File: src/design/cantrx_cfg.svh
// Purpose: timing constants for the can transceiver control block
// Assumes: 40 MHz system clock
// Notes:   counts derived from times in their own units
`ifndef CANTRX_CFG_SVH
`define CANTRX_CFG_SVH
`define CANTRX_CLK_MHZ          40
`define CANTRX_CLK_KHZ          40000
// wake filter window, tenths of a microsecond
`define CANTRX_WAKE_MIN_X10US   8
`define CANTRX_WAKE_MAX_X10US   50
// dominant detection window, milliseconds
`define CANTRX_DOM_MIN_MS       4
`define CANTRX_DOM_MAX_MS       7
// wake filter: 0.75 us rounded up, below the 0.8 us least time -> 30 cycles
`define CANTRX_WAKE_CYC         ((75 * `CANTRX_CLK_MHZ + 99) / 100)
// dominant detection: least time 4 ms
`define CANTRX_DOM_CYC          (`CANTRX_DOM_MIN_MS * `CANTRX_CLK_KHZ)
`define CANTRX_RECESSIVE        1'b1
`define CANTRX_DOMINANT         1'b0
`endif

File: src/design/cantrx_pkg.sv
// Purpose: shared types for the can transceiver control block
// Assumes: nothing
// Notes:   mode codes are gray along normal -> receive only -> power down
package cantrx_pkg;
  typedef enum logic [1:0] {
    CANTRX_MODE_NORMAL  = 2'b00,
    CANTRX_MODE_RXONLY  = 2'b01,
    CANTRX_MODE_PWRDN   = 2'b11
  } cantrx_mode_t;

  typedef enum logic [1:0] {
    CANTRX_WK_IDLE      = 2'b00,
    CANTRX_WK_ARMED     = 2'b01,
    CANTRX_WK_FILTER    = 2'b11,
    CANTRX_WK_LATCHED   = 2'b10
  } cantrx_wake_t;

  typedef struct packed {
    logic bus_dominant_clamp_flag;
    logic tx_dominant_timeout_flag;
    logic transceiver_overtemp_flag;
  } cantrx_diag_t;

  typedef struct packed {
    logic bus_level;
    logic tx_level;
  } cantrx_bits_t;
endpackage

File: src/design/cantrx_core.sv
// Purpose: mode, wake and diagnosis logic of a high speed can transceiver
// Assumes: all inputs synchronous to sys_clk_i; bus level 0 is dominant
// Notes:   a two-entry buffer carries tx/bus bits; once a stalled rx side lets it fill, new bits are dropped
// ============================================================
// Notes on behaviour
// [RULE1] in normal mode every transmit level goes to the bus and the bus level comes back on rx.
// [RULE2] in receive-only mode the driver is off, transmit is blocked, receive and diagnosis run.
// [RULE3] the protocol controller keeps bit times of at least one microsecond.
// [RULE4] when unpowered the driver and receiver termination are high impedance.
// [RULE5] wake detection runs only while the wake strap is tied to the standby supply.
// [RULE6] with the strap at ground no wake event is ever raised.
// [RULE7] in system sleep a dominant longer than the filter time after recessive sets the wake flag.
// [RULE8] writing one to the wake-clear bit resets the wake flag, whose value is readable.
// [RULE9] after a clear only a fresh recessive-to-dominant edge may wake again.
// [RULE10] bus failure detection runs in normal operation; shorts and opens are not reported.
// [RULE11] a bus dominant longer than the detection time sets the clamp flag.
// [RULE12] a transmit input dominant longer than the detection time sets the time-out flag.
// [RULE13] detected overtemperature sets the overtemperature flag.
// [RULE14] a failure changes only its own flag and never the mode or other settings.
// [RULE15] the dominant detectors restart on recessive and need one unbroken interval.
// [RULE16] the wake flag stays set until the wake-clear bit is written.
`timescale 1ns/1ps
`include "cantrx_cfg.svh"

module cantrx_core
  import cantrx_pkg::*;
#(
  parameter int DOM_CYC  = `CANTRX_DOM_CYC,
  parameter int WAKE_CYC = `CANTRX_WAKE_CYC,
  parameter int BUF_W    = 2
) (
  input  wire logic         sys_clk_i,
  input  wire logic         nrst_i,
  input  wire cantrx_mode_t mode_i,
  input  wire logic         supply_ok_i,
  input  wire logic         tx_serial_input_i,
  input  wire logic         bus_level_i,
  input  wire logic         wake_enable_strap_i,
  input  wire logic         system_sleep_state_i,
  input  wire logic         wake_clear_bit_i,
  input  wire logic         overtemp_i,
  input  wire logic         diag_clear_i,
  input  wire logic         rx_ready_i,
  output logic              tx_ready_o,
  output logic              rx_valid_o,
  output logic              rx_serial_output_o,
  output logic              bus_drive_dom_o,
  output logic              bus_drive_oe_o,
  output logic              rx_term_en_o,
  output logic              remote_wake_flag_o,
  output cantrx_diag_t      communication_diag_register_o,
  output cantrx_mode_t      operating_mode_o
);

  localparam int CW = $clog2(DOM_CYC + 1);
  localparam int WW = $clog2(WAKE_CYC + 1);

  // ============================================================
  // mode and strap capture
  cantrx_mode_t mode;
  logic         strap;
  logic         in_pwrdn;

  always_ff @(posedge sys_clk_i) begin
    if (!nrst_i) begin
      mode <= CANTRX_MODE_RXONLY;
    end else begin
      mode <= mode_i; // diagnosis never writes here, see [RULE14]
    end
  end

  always_ff @(posedge sys_clk_i) begin
    strap <= wake_enable_strap_i; // sampled each cycle, see [RULE5]
  end

  assign in_pwrdn = (mode == CANTRX_MODE_PWRDN) || !supply_ok_i;

  always_ff @(posedge sys_clk_i) begin
    if (!nrst_i) begin
      operating_mode_o <= CANTRX_MODE_RXONLY;
    end else begin
      operating_mode_o <= mode;
    end
  end

  // ============================================================
  // two-entry buffer on the data path
  cantrx_bits_t buf_q [2];
  logic [1:0]   wr_ptr;
  logic [1:0]   rd_ptr;
  logic [1:0]   count;
  logic         push;
  logic         pop;
  cantrx_bits_t head;

  assign push = (count != 2'h2);
  assign pop  = rx_valid_o && rx_ready_i;
  assign head = buf_q[rd_ptr[0]];

  always_ff @(posedge sys_clk_i) begin
    if (push) begin
      buf_q[wr_ptr[0]] <= '{bus_level: bus_level_i, tx_level: tx_serial_input_i};
    end
  end

  always_ff @(posedge sys_clk_i) begin
    if (!nrst_i) begin
      wr_ptr <= 2'h0;
      rd_ptr <= 2'h0;
      count  <= 2'h0;
    end else begin
      if (push) wr_ptr <= wr_ptr + 2'h1;
      if (pop)  rd_ptr <= rd_ptr + 2'h1;
      count <= count + {1'b0, push} - {1'b0, pop};
    end
  end

  always_ff @(posedge sys_clk_i) begin
    if (!nrst_i) begin
      tx_ready_o <= 1'b1;
      rx_valid_o <= 1'b0;
    end else begin
      tx_ready_o <= (count + {1'b0, push} - {1'b0, pop}) != 2'h2;
      rx_valid_o <= (count + {1'b0, push} - {1'b0, pop}) != 2'h0;
    end
  end

  // ============================================================
  // driver and receiver
  always_ff @(posedge sys_clk_i) begin
    if (!nrst_i) begin
      bus_drive_dom_o    <= 1'b0;
      bus_drive_oe_o     <= 1'b0;
      rx_term_en_o       <= 1'b0;
      rx_serial_output_o <= `CANTRX_RECESSIVE;
    end else begin
      // only normal mode drives; rx-only and power down block tx, see [RULE1] [RULE2]
      bus_drive_oe_o  <= (mode == CANTRX_MODE_NORMAL) && !in_pwrdn;
      bus_drive_dom_o <= (mode == CANTRX_MODE_NORMAL) && !in_pwrdn &&
                         (tx_serial_input_i == `CANTRX_DOMINANT);
      rx_term_en_o    <= !in_pwrdn; // high impedance when unsupplied, see [RULE4]
      if (pop) begin
        rx_serial_output_o <= head.bus_level; // see [RULE1] [RULE2]
      end
    end
  end

  // ============================================================
  // dominant detectors, restart on recessive
  logic [CW-1:0] bus_cnt;
  logic [CW-1:0] tx_cnt;
  logic          diag_on;

  // failure detection in normal and receive-only, see [RULE10] [RULE2]
  assign diag_on = !in_pwrdn;

  always_ff @(posedge sys_clk_i) begin
    if (!nrst_i || !diag_on || bus_level_i == `CANTRX_RECESSIVE) begin
      bus_cnt <= '0; // see [RULE15]
    end else if (bus_cnt != CW'(DOM_CYC)) begin
      bus_cnt <= bus_cnt + CW'(1);
    end
  end

  always_ff @(posedge sys_clk_i) begin
    if (!nrst_i || !diag_on || tx_serial_input_i == `CANTRX_RECESSIVE) begin
      tx_cnt <= '0; // see [RULE15]
    end else if (tx_cnt != CW'(DOM_CYC)) begin
      tx_cnt <= tx_cnt + CW'(1);
    end
  end

  // set wins over clear for every flag
  always_ff @(posedge sys_clk_i) begin
    if (!nrst_i) begin
      communication_diag_register_o <= '0;
    end else begin
      // flag needs one more dominant sample beyond the count: strictly longer, see [RULE15]
      communication_diag_register_o.bus_dominant_clamp_flag <=
        ((bus_cnt == CW'(DOM_CYC)) && diag_on && (bus_level_i == `CANTRX_DOMINANT)) ||
        (communication_diag_register_o.bus_dominant_clamp_flag && !diag_clear_i); // see [RULE11]
      communication_diag_register_o.tx_dominant_timeout_flag <=
        ((tx_cnt == CW'(DOM_CYC)) && diag_on && (tx_serial_input_i == `CANTRX_DOMINANT)) ||
        (communication_diag_register_o.tx_dominant_timeout_flag && !diag_clear_i); // see [RULE12]
      communication_diag_register_o.transceiver_overtemp_flag <=
        (overtemp_i && diag_on) ||
        (communication_diag_register_o.transceiver_overtemp_flag && !diag_clear_i); // see [RULE13]
    end
  end

  // ============================================================
  // remote wake state machine
  cantrx_wake_t  wk_state;
  logic [WW-1:0] wk_cnt;
  logic          wk_on;
  logic          wk_set;

  assign wk_on  = strap && system_sleep_state_i; // see [RULE5] [RULE6]
  // a bus gone recessive on the last sample must not wake, see [RULE7]
  assign wk_set = (wk_state == CANTRX_WK_FILTER) && (wk_cnt == WW'(WAKE_CYC)) &&
                  wk_on && (bus_level_i == `CANTRX_DOMINANT);

  always_ff @(posedge sys_clk_i) begin
    if (!nrst_i) begin
      wk_state <= CANTRX_WK_IDLE;
      wk_cnt   <= '0;
    end else begin
      unique case (wk_state)
        CANTRX_WK_IDLE: begin
          wk_cnt <= '0;
          // arm only after a recessive bus, see [RULE7] [RULE9]
          if (wk_on && bus_level_i == `CANTRX_RECESSIVE) wk_state <= CANTRX_WK_ARMED;
        end
        CANTRX_WK_ARMED: begin
          wk_cnt <= '0;
          if (!wk_on) wk_state <= CANTRX_WK_IDLE;
          else if (bus_level_i == `CANTRX_DOMINANT) wk_state <= CANTRX_WK_FILTER;
        end
        CANTRX_WK_FILTER: begin
          if (!wk_on) begin
            wk_state <= CANTRX_WK_IDLE;
          end else if (bus_level_i == `CANTRX_RECESSIVE) begin
            wk_state <= CANTRX_WK_ARMED;
          end else if (wk_set) begin
            wk_state <= CANTRX_WK_LATCHED; // see [RULE7]
          end else begin
            wk_cnt <= wk_cnt + WW'(1);
          end
        end
        CANTRX_WK_LATCHED: begin
          // held dominant bus cannot re-wake: clear returns to idle, see [RULE9]
          if (wake_clear_bit_i) wk_state <= CANTRX_WK_IDLE;
        end
      endcase
    end
  end

  always_ff @(posedge sys_clk_i) begin
    if (!nrst_i) begin
      remote_wake_flag_o <= 1'b0;
    end else begin
      // sticky until cleared, set wins, see [RULE8] [RULE16]
      remote_wake_flag_o <= wk_set || (remote_wake_flag_o && !wake_clear_bit_i);
    end
  end

endmodule

File: config.mk
export PLATFORM = sky130hd
export DESIGN_NAME = cantrx_core
export DESIGN_NICKNAME = d
export VERILOG_FILES = /design/src/design/cantrx_pkg.sv /design/src/design/cantrx_core.sv
export VERILOG_INCLUDE_DIRS = /design/src /design/src/design
export SDC_FILE = /design/constraint.sdc
export NUM_CORES = 1
export LEC_CHECK = 0
export BUFFER_PORTS_ARGS = -buffer_cell sky130_fd_sc_hd__buf_2
export CAP_MARGIN = 0
export CORE_MARGIN = 3
export CORE_UTILIZATION = 55
export CTS_CLUSTER_DIAMETER = 120
export DETAILED_ROUTE_END_ITERATION = 16
export GPL_TIMING_DRIVEN = 0
export PLACE_DENSITY = 0.83
export SLEW_MARGIN = 5
export SYNTH_ARGS = -nofsm -noshare
export SYNTH_HDL_FRONTEND = slang
export SYNTH_SLANG_ARGS = --single-unit
File: constraint.sdc
create_clock -name sys_clk_i -period 3.1 [get_ports sys_clk_i]
set_input_delay 0.155 -clock sys_clk_i [delete_from_list [all_inputs] [get_ports sys_clk_i]]
set_output_delay 0.155 -clock sys_clk_i [all_outputs]
set_load 0.005 [all_outputs]
Word level (Yosys, flattened, before mapping)
Memories as Yosys holds them, arrays and structs flattened. A register that Yosys moved wholly into a read port is not among the register bits. Cells that the tools add are included.

Flip-flop bits (word level): 63. RAM bits: 4. Input bits: 13. Logic and storage cells: 99. Memories: 1.

$add $sub $neg: 7. Eq/ne operators: 18. Muxes and demuxes: 14. Bitwise operators: 2. Reduce and logical (&&, ||, !) cells: 38.

Memories: buf_q (words 2, width 2, rd ports 1, clocked after memory_dff 1, wr ports 1, line cantrx_core.sv:88) `cantrx_bits_t buf_q [2];`.

Operator list (count): 18-bit by 1-bit adder with 18-bit output (second input constant) (2); 18-bit equality test (second input constant) (2); 18-bit inequality test (second input constant) (2); 1-bit logical AND (17); 5-bit two-way mux (3); 2-bit two-way mux (7); 2-bit inequality test (second input constant) (7); 5-bit one-hot mux with 2 select lines (1); 1-bit logical OR (8); 2-bit one-hot mux with 4 select lines (1); 4-bit AND reduction (2); 2-bit equality test (second input constant) (3); 1-bit zero test (6); 5-bit by 1-bit adder with 5-bit output (second input constant) (1); 5-bit equality test (second input constant) (1); 2-bit by 1-bit adder with 2-bit output (second input constant) (2); 2-bit zero test (2); 4-bit inequality test (second input constant) (1); 2-bit nonzero test (2); 3-bit inequality test (second input constant) (1); 2-bit by 1-bit adder with 2-bit output (1); 2-bit by 1-bit equality test with 1-bit output (second input constant) (1); 1-bit two-way mux (2); 1-bit NOT (2); 2 further kinds (2).

Depth between registers and ports, before layout
Word-level depth: 8. Depth in mapped cells: 9. Gate-level depth less buffers: 9.

Worst setup path before layout
OpenSTA, ideal clock, no wires.

Kind: register to register. Start point: reg bus_cnt[0]. End point: reg bus_cnt[2]. Library setup time: 132 ps. Data arrival time: 1719 ps. Required time: 2968 ps. Slack: 1249 ps. Cell stages (with the launch flop): 7. Buffers on the path: 0. Period minus slack after synthesis: 1851 ps. Cell sequence: dfxtp_1 inv_1 ha_1 or4b_2 or3_1 o211ai_1 a21oi_1.

Word-level cells in the longest chain between the ends: 1.

RTL lines: start: declaration (line cantrx_core.sv:150) `logic [CW-1:0] bus_cnt;`; start signal: assignment (line cantrx_core.sv:161) `bus_cnt <= bus_cnt + CW'(1);`; 18-bit by 1-bit adder with 18-bit output / 18-bit inequality test (equally long branches) (line cantrx_core.sv:161, cantrx_core.sv:160).

Several ways; a longest one is shown, not always the timed one. A chain may end at the register's enable or synchronous reset.

Worst setup path after layout
Start point: reg bus_cnt[0]. End point: reg bus_cnt[1].

The elaborated chain is that of the path after synthesis.

==> impl_metrics.py <==
metrics = {
    "run_status": {
        "outcome": "complete, no violations",
    },
    "synth": {
        "number_of_enable_flip_flop_cells_after_synthesis": 2,
        "synth_fp_nets": 323,
        "synth-async-reset-ratio_pct": 0,
        "synth.largest_area_cell": "sky130_fd_sc_hd__dfxtp_1",
        "synth_seq_cells": 64,
        "yosysWarningCount": 0,
        "synth_ff_type": "sky130_fd_sc_hd__dfxtp_1",
        "post_synth_num_cell_types": 43,
        "post-synth-top-area-fraction_pct": 45.0,
        "post_synth.cell_area_avg_sq_um": 9.12,
        "synth_top_cells_by_area": "sky130_fd_sc_hd__dfxtp_1, sky130_fd_sc_hd__xor2_1, sky130_fd_sc_hd__nor2_1",
        "netlist_instances": 302,
        "netlist_area_sq_um": 2760,
        "synth_seq_area_share_pct": 47.2,
    },
    "placement": {
        "finalWeightedCongestion": 0.819,
        "dpl_worst_slack_ps": 1150,
        "numPortBuffers": 24,
        "post-dp-hpwl_um": 3630,
    },
    "grt": {
        "maximum_number_of_pins_on_one_net_before_global_route_repair": 11,
        "grt_pass1_wl_um": 9230,
        "first_global_vias": 2122,
        "grt.total_usage_pct": 19.5,
        "number_of_antenna_violations_at_the_first_check_in_global_routing": 0,
        "overflow": 0,
    },
    "min_path": {
        "holdPathStages": 2,
        "hold_class": "in -> reg",
    },
    "layout": {
        "area.growth.synth_to_final_pct": 14.1,
        "insertedDiodeCount": 0,
        "multi_input_area_sq_um": 1370,
        "final-seq-area_sq_um": 1300,
        "layout-drive-gt1-share_pct": 13.1,
        "finish.utilization_pct": 65.7,
        "layout_common_cells": "sky130_fd_sc_hd__dfxtp_1, sky130_fd_sc_hd__nor2_1, sky130_fd_sc_hd__buf_2, sky130_fd_sc_hd__xor2_1, sky130_fd_sc_hd__nand3_1",
        "fillcell_total": 387,
        "layout_commonest_cell": "sky130_fd_sc_hd__dfxtp_1",
        "finish.net_count": 360,
    },
    "timing": {
        "shortest_period_the_worst_path_allows_ps": 1980,
        "setup_viol_count_final": 0,
        "rsz0062_at_grt": "no",
        "finalWorstSetupSlack_ps": 1120,
        "fmax_mhz": 506,
        "final_hold_violation_count": 0,
        "tightestPinTransition_ps": 449,
        "slew_violations": 0,
        "max-slew-margin-rel_pct": 69.7,
        "timing.final.crit_share_pct": 63.8,
        "fin_skew_ps": 4.90,
        "setup_tns_ps": 0,
    },
    "detailed_routing": {
        "firstDrtPassIters": 4,
        "drt_iter0_markers": 122,
        "vias": 2231,
        "drc_errors": 0,
        "drtAntennaViolNets": 0,
        "route.detailed.wl_per_inst_um": 12.5,
        "route.final.wire_length_um": 5150,
        "avgViaCountPerCell": 5.43,
    },
    "run": {
        "max_cap_violations": 0,
    },
    "power": {
        "worst_ir_drop_vdd_mv": 0.428,
        "combPwrFrac_pct": 9.3,
        "total_switching_power_w": 0.000394,
        "power_density_of_the_placed_cells_nw_per_um2": 527,
        "power.clock.fraction_pct": 36.5,
        "intPower_w": 0.00126,
        "switching_share_pct": 23.8,
        "static_power_due_to_leakage_nw": 1.16,
        "fin_total_pwr_w": 0.00166,
        "power.share.sequential_pct": 54.1,
    },
    "floorplanning": {
        "die-height_um": 76.8,
        "core_sq_um": 4790,
        "num_rows": 25,
        "ios": 25,
        "start_util_pct": 57.6,
        "dieWidth_um": 76.8,
        "die_area_sq_um": 5890,
    },
    "clock_network": {
        "cts.sink_count": 64,
        "path_clk_slew_ps": 70,
        "cts_repair_resize_count": 0,
        "cts_buffers": 9,
        "tritoncts": "done",
        "clock_tree.htree_level_count": 3,
        "max-clock-path-buffers": 2,
        "insertion_delay_ps": 340,
        "clockRootBuffer": "sky130_fd_sc_hd__clkbuf_8",
    },
    "critical_path": {
        "timing.critical_path.fanout_max": 4,
        "crit_arrival_ps": 2180,
        "worstRegToRegCells": 6,
        "crit_start_category": "flip-flop",
        "end_kind": "flip-flop",
        "timing.setup.critical_path_class": "reg -> reg",
        "critPathRequiredTime_ps": 3300,
    },
}
[what timing repair did]
item	4_1_cts	5_1_grt
setup buffers	0	0
hold buffers	2	0
endpoints found under the hold margin	2	0
[cell families (layout without fill, tap and decap cells)]
kind of cell	after synthesis	in the layout	share of synthesized area (%)
fa+ha+maj	8	8	3.63
buf+inv	21	63	2.91
compound gates	35	35	7.40
mux	2	2	0.727
flops	64	64	47.2
xor+xnor	29	29	9.22
simple gates	143	143	28.9
[power by group through the flow]
stage	Combinational, W	Sequential (W)	Clock (W)
after floorplan	0.000104	0.000915	0
after detailed placement	0.000155	0.000915	0
after global routing	0.000179	0.000903	0.000658
final	0.000155	0.000897	0.000605
after CTS	0.000158	0.000897	0.000622
after global placement	0.000149	0.000913	0
[metal layers]
| metal | share of wire (%) | vias up | track usage, % |
|---|---|---|---|
| met5 | 0 | - | 0 |
| met4 | 2.0 | 0 | 8.70 |
| met3 | 4.6 | 12 | 7.28 |
| met2 | 46 | 48 | 31.0 |
| met1 | 47 | 1038 | 23.3 |
| li1 | - | 1133 | - |
[Yosys cell counts, types with 2 or more instances]
cell and number:
sky130_fd_sc_hd__o21a_1 2, sky130_fd_sc_hd__o211ai_1 2, sky130_fd_sc_hd__or3_1 10, sky130_fd_sc_hd__nand4_1 13, sky130_fd_sc_hd__xor2_1 21, sky130_fd_sc_hd__and4b_1 2, sky130_fd_sc_hd__nor3_1 11, sky130_fd_sc_hd__xnor2_1 8
sky130_fd_sc_hd__nand2b_1 4, sky130_fd_sc_hd__edfxtp_1 2, sky130_fd_sc_hd__and3_1 3, sky130_fd_sc_hd__nand3_1 18, sky130_fd_sc_hd__nor4b_1 3, sky130_fd_sc_hd__inv_1 12, sky130_fd_sc_hd__buf_1 2, sky130_fd_sc_hd__and2_1 11
sky130_fd_sc_hd__nand2_1 14, sky130_fd_sc_hd__nor2_1 31, sky130_fd_sc_hd__clkbuf_1 6, sky130_fd_sc_hd__mux2i_1 2, sky130_fd_sc_hd__a21oi_1 15, sky130_fd_sc_hd__a22o_1 2, sky130_fd_sc_hd__o21ai_0 10, sky130_fd_sc_hd__dfxtp_1 62
sky130_fd_sc_hd__ha_1 8, sky130_fd_sc_hd__nor2b_1 6, sky130_fd_sc_hd__or2_2 2, sky130_fd_sc_hd__nor4_1 3, sky130_fd_sc_hd__and4_1 3
[state kept, by name, summed over array words and instances, names as in the netlist, 2 cells and up]
| name | flops |
|---|---|
| count | 2 |
| bus_cnt | 18 |
| wk_cnt | 5 |
| wk_state | 2 |
| mode | 2 |
| communication_diag_register_o | 3 |
| buf_q | 2 |
| operating_mode_o | 2 |
| tx_cnt | 18 |
[worst max-delay path, stage by stage, from the launching register on]
cell and delay [ps]:
sky130_fd_sc_hd__dfxtp_1 340, sky130_fd_sc_hd__inv_1 80, sky130_fd_sc_hd__ha_1 130, sky130_fd_sc_hd__or4b_2 600, sky130_fd_sc_hd__or3_1 430, sky130_fd_sc_hd__o21ai_0 180, sky130_fd_sc_hd__a21oi_1 90
[area by class of cell]
cell class                 count  area share (%)
tap                           67            2.67
clock inverter                 4           0.637
multi-input combinational    217            43.7
buffer                         9            1.11
clock buffer                  12            4.62
sequential                    64            41.4
inverter                      12            1.43
timing repair buffer          26            4.46
[metrics by stage]
stage / cells / instance area, sq um / hold slack [ps]
after global placement: 393 / 2960 / 258
after global routing: 411 / 3140 / 12.8
after detailed placement: 393 / 2960 / 260
after floorplan: 302 / 2760 / 183
after CTS: 411 / 3140 / 0.521
final: 411 / 3140 / 6.52
[worst paths after layout]
| path | startpoint | end | slack (ps) |
|---|---|---|---|
| worst max-delay path | bus_cnt[0] | bus_cnt[1] | 1120 |
| worst min-delay path | tx_serial_input_i | bus_drive_dom_o | 7 |
| worst max register to register | bus_cnt[0] | bus_cnt[1] | 1120 |
| worst min register to register | mode[1] | bus_drive_oe_o | 450 |
No activity file was read; power rests on OpenSTA's default activity.
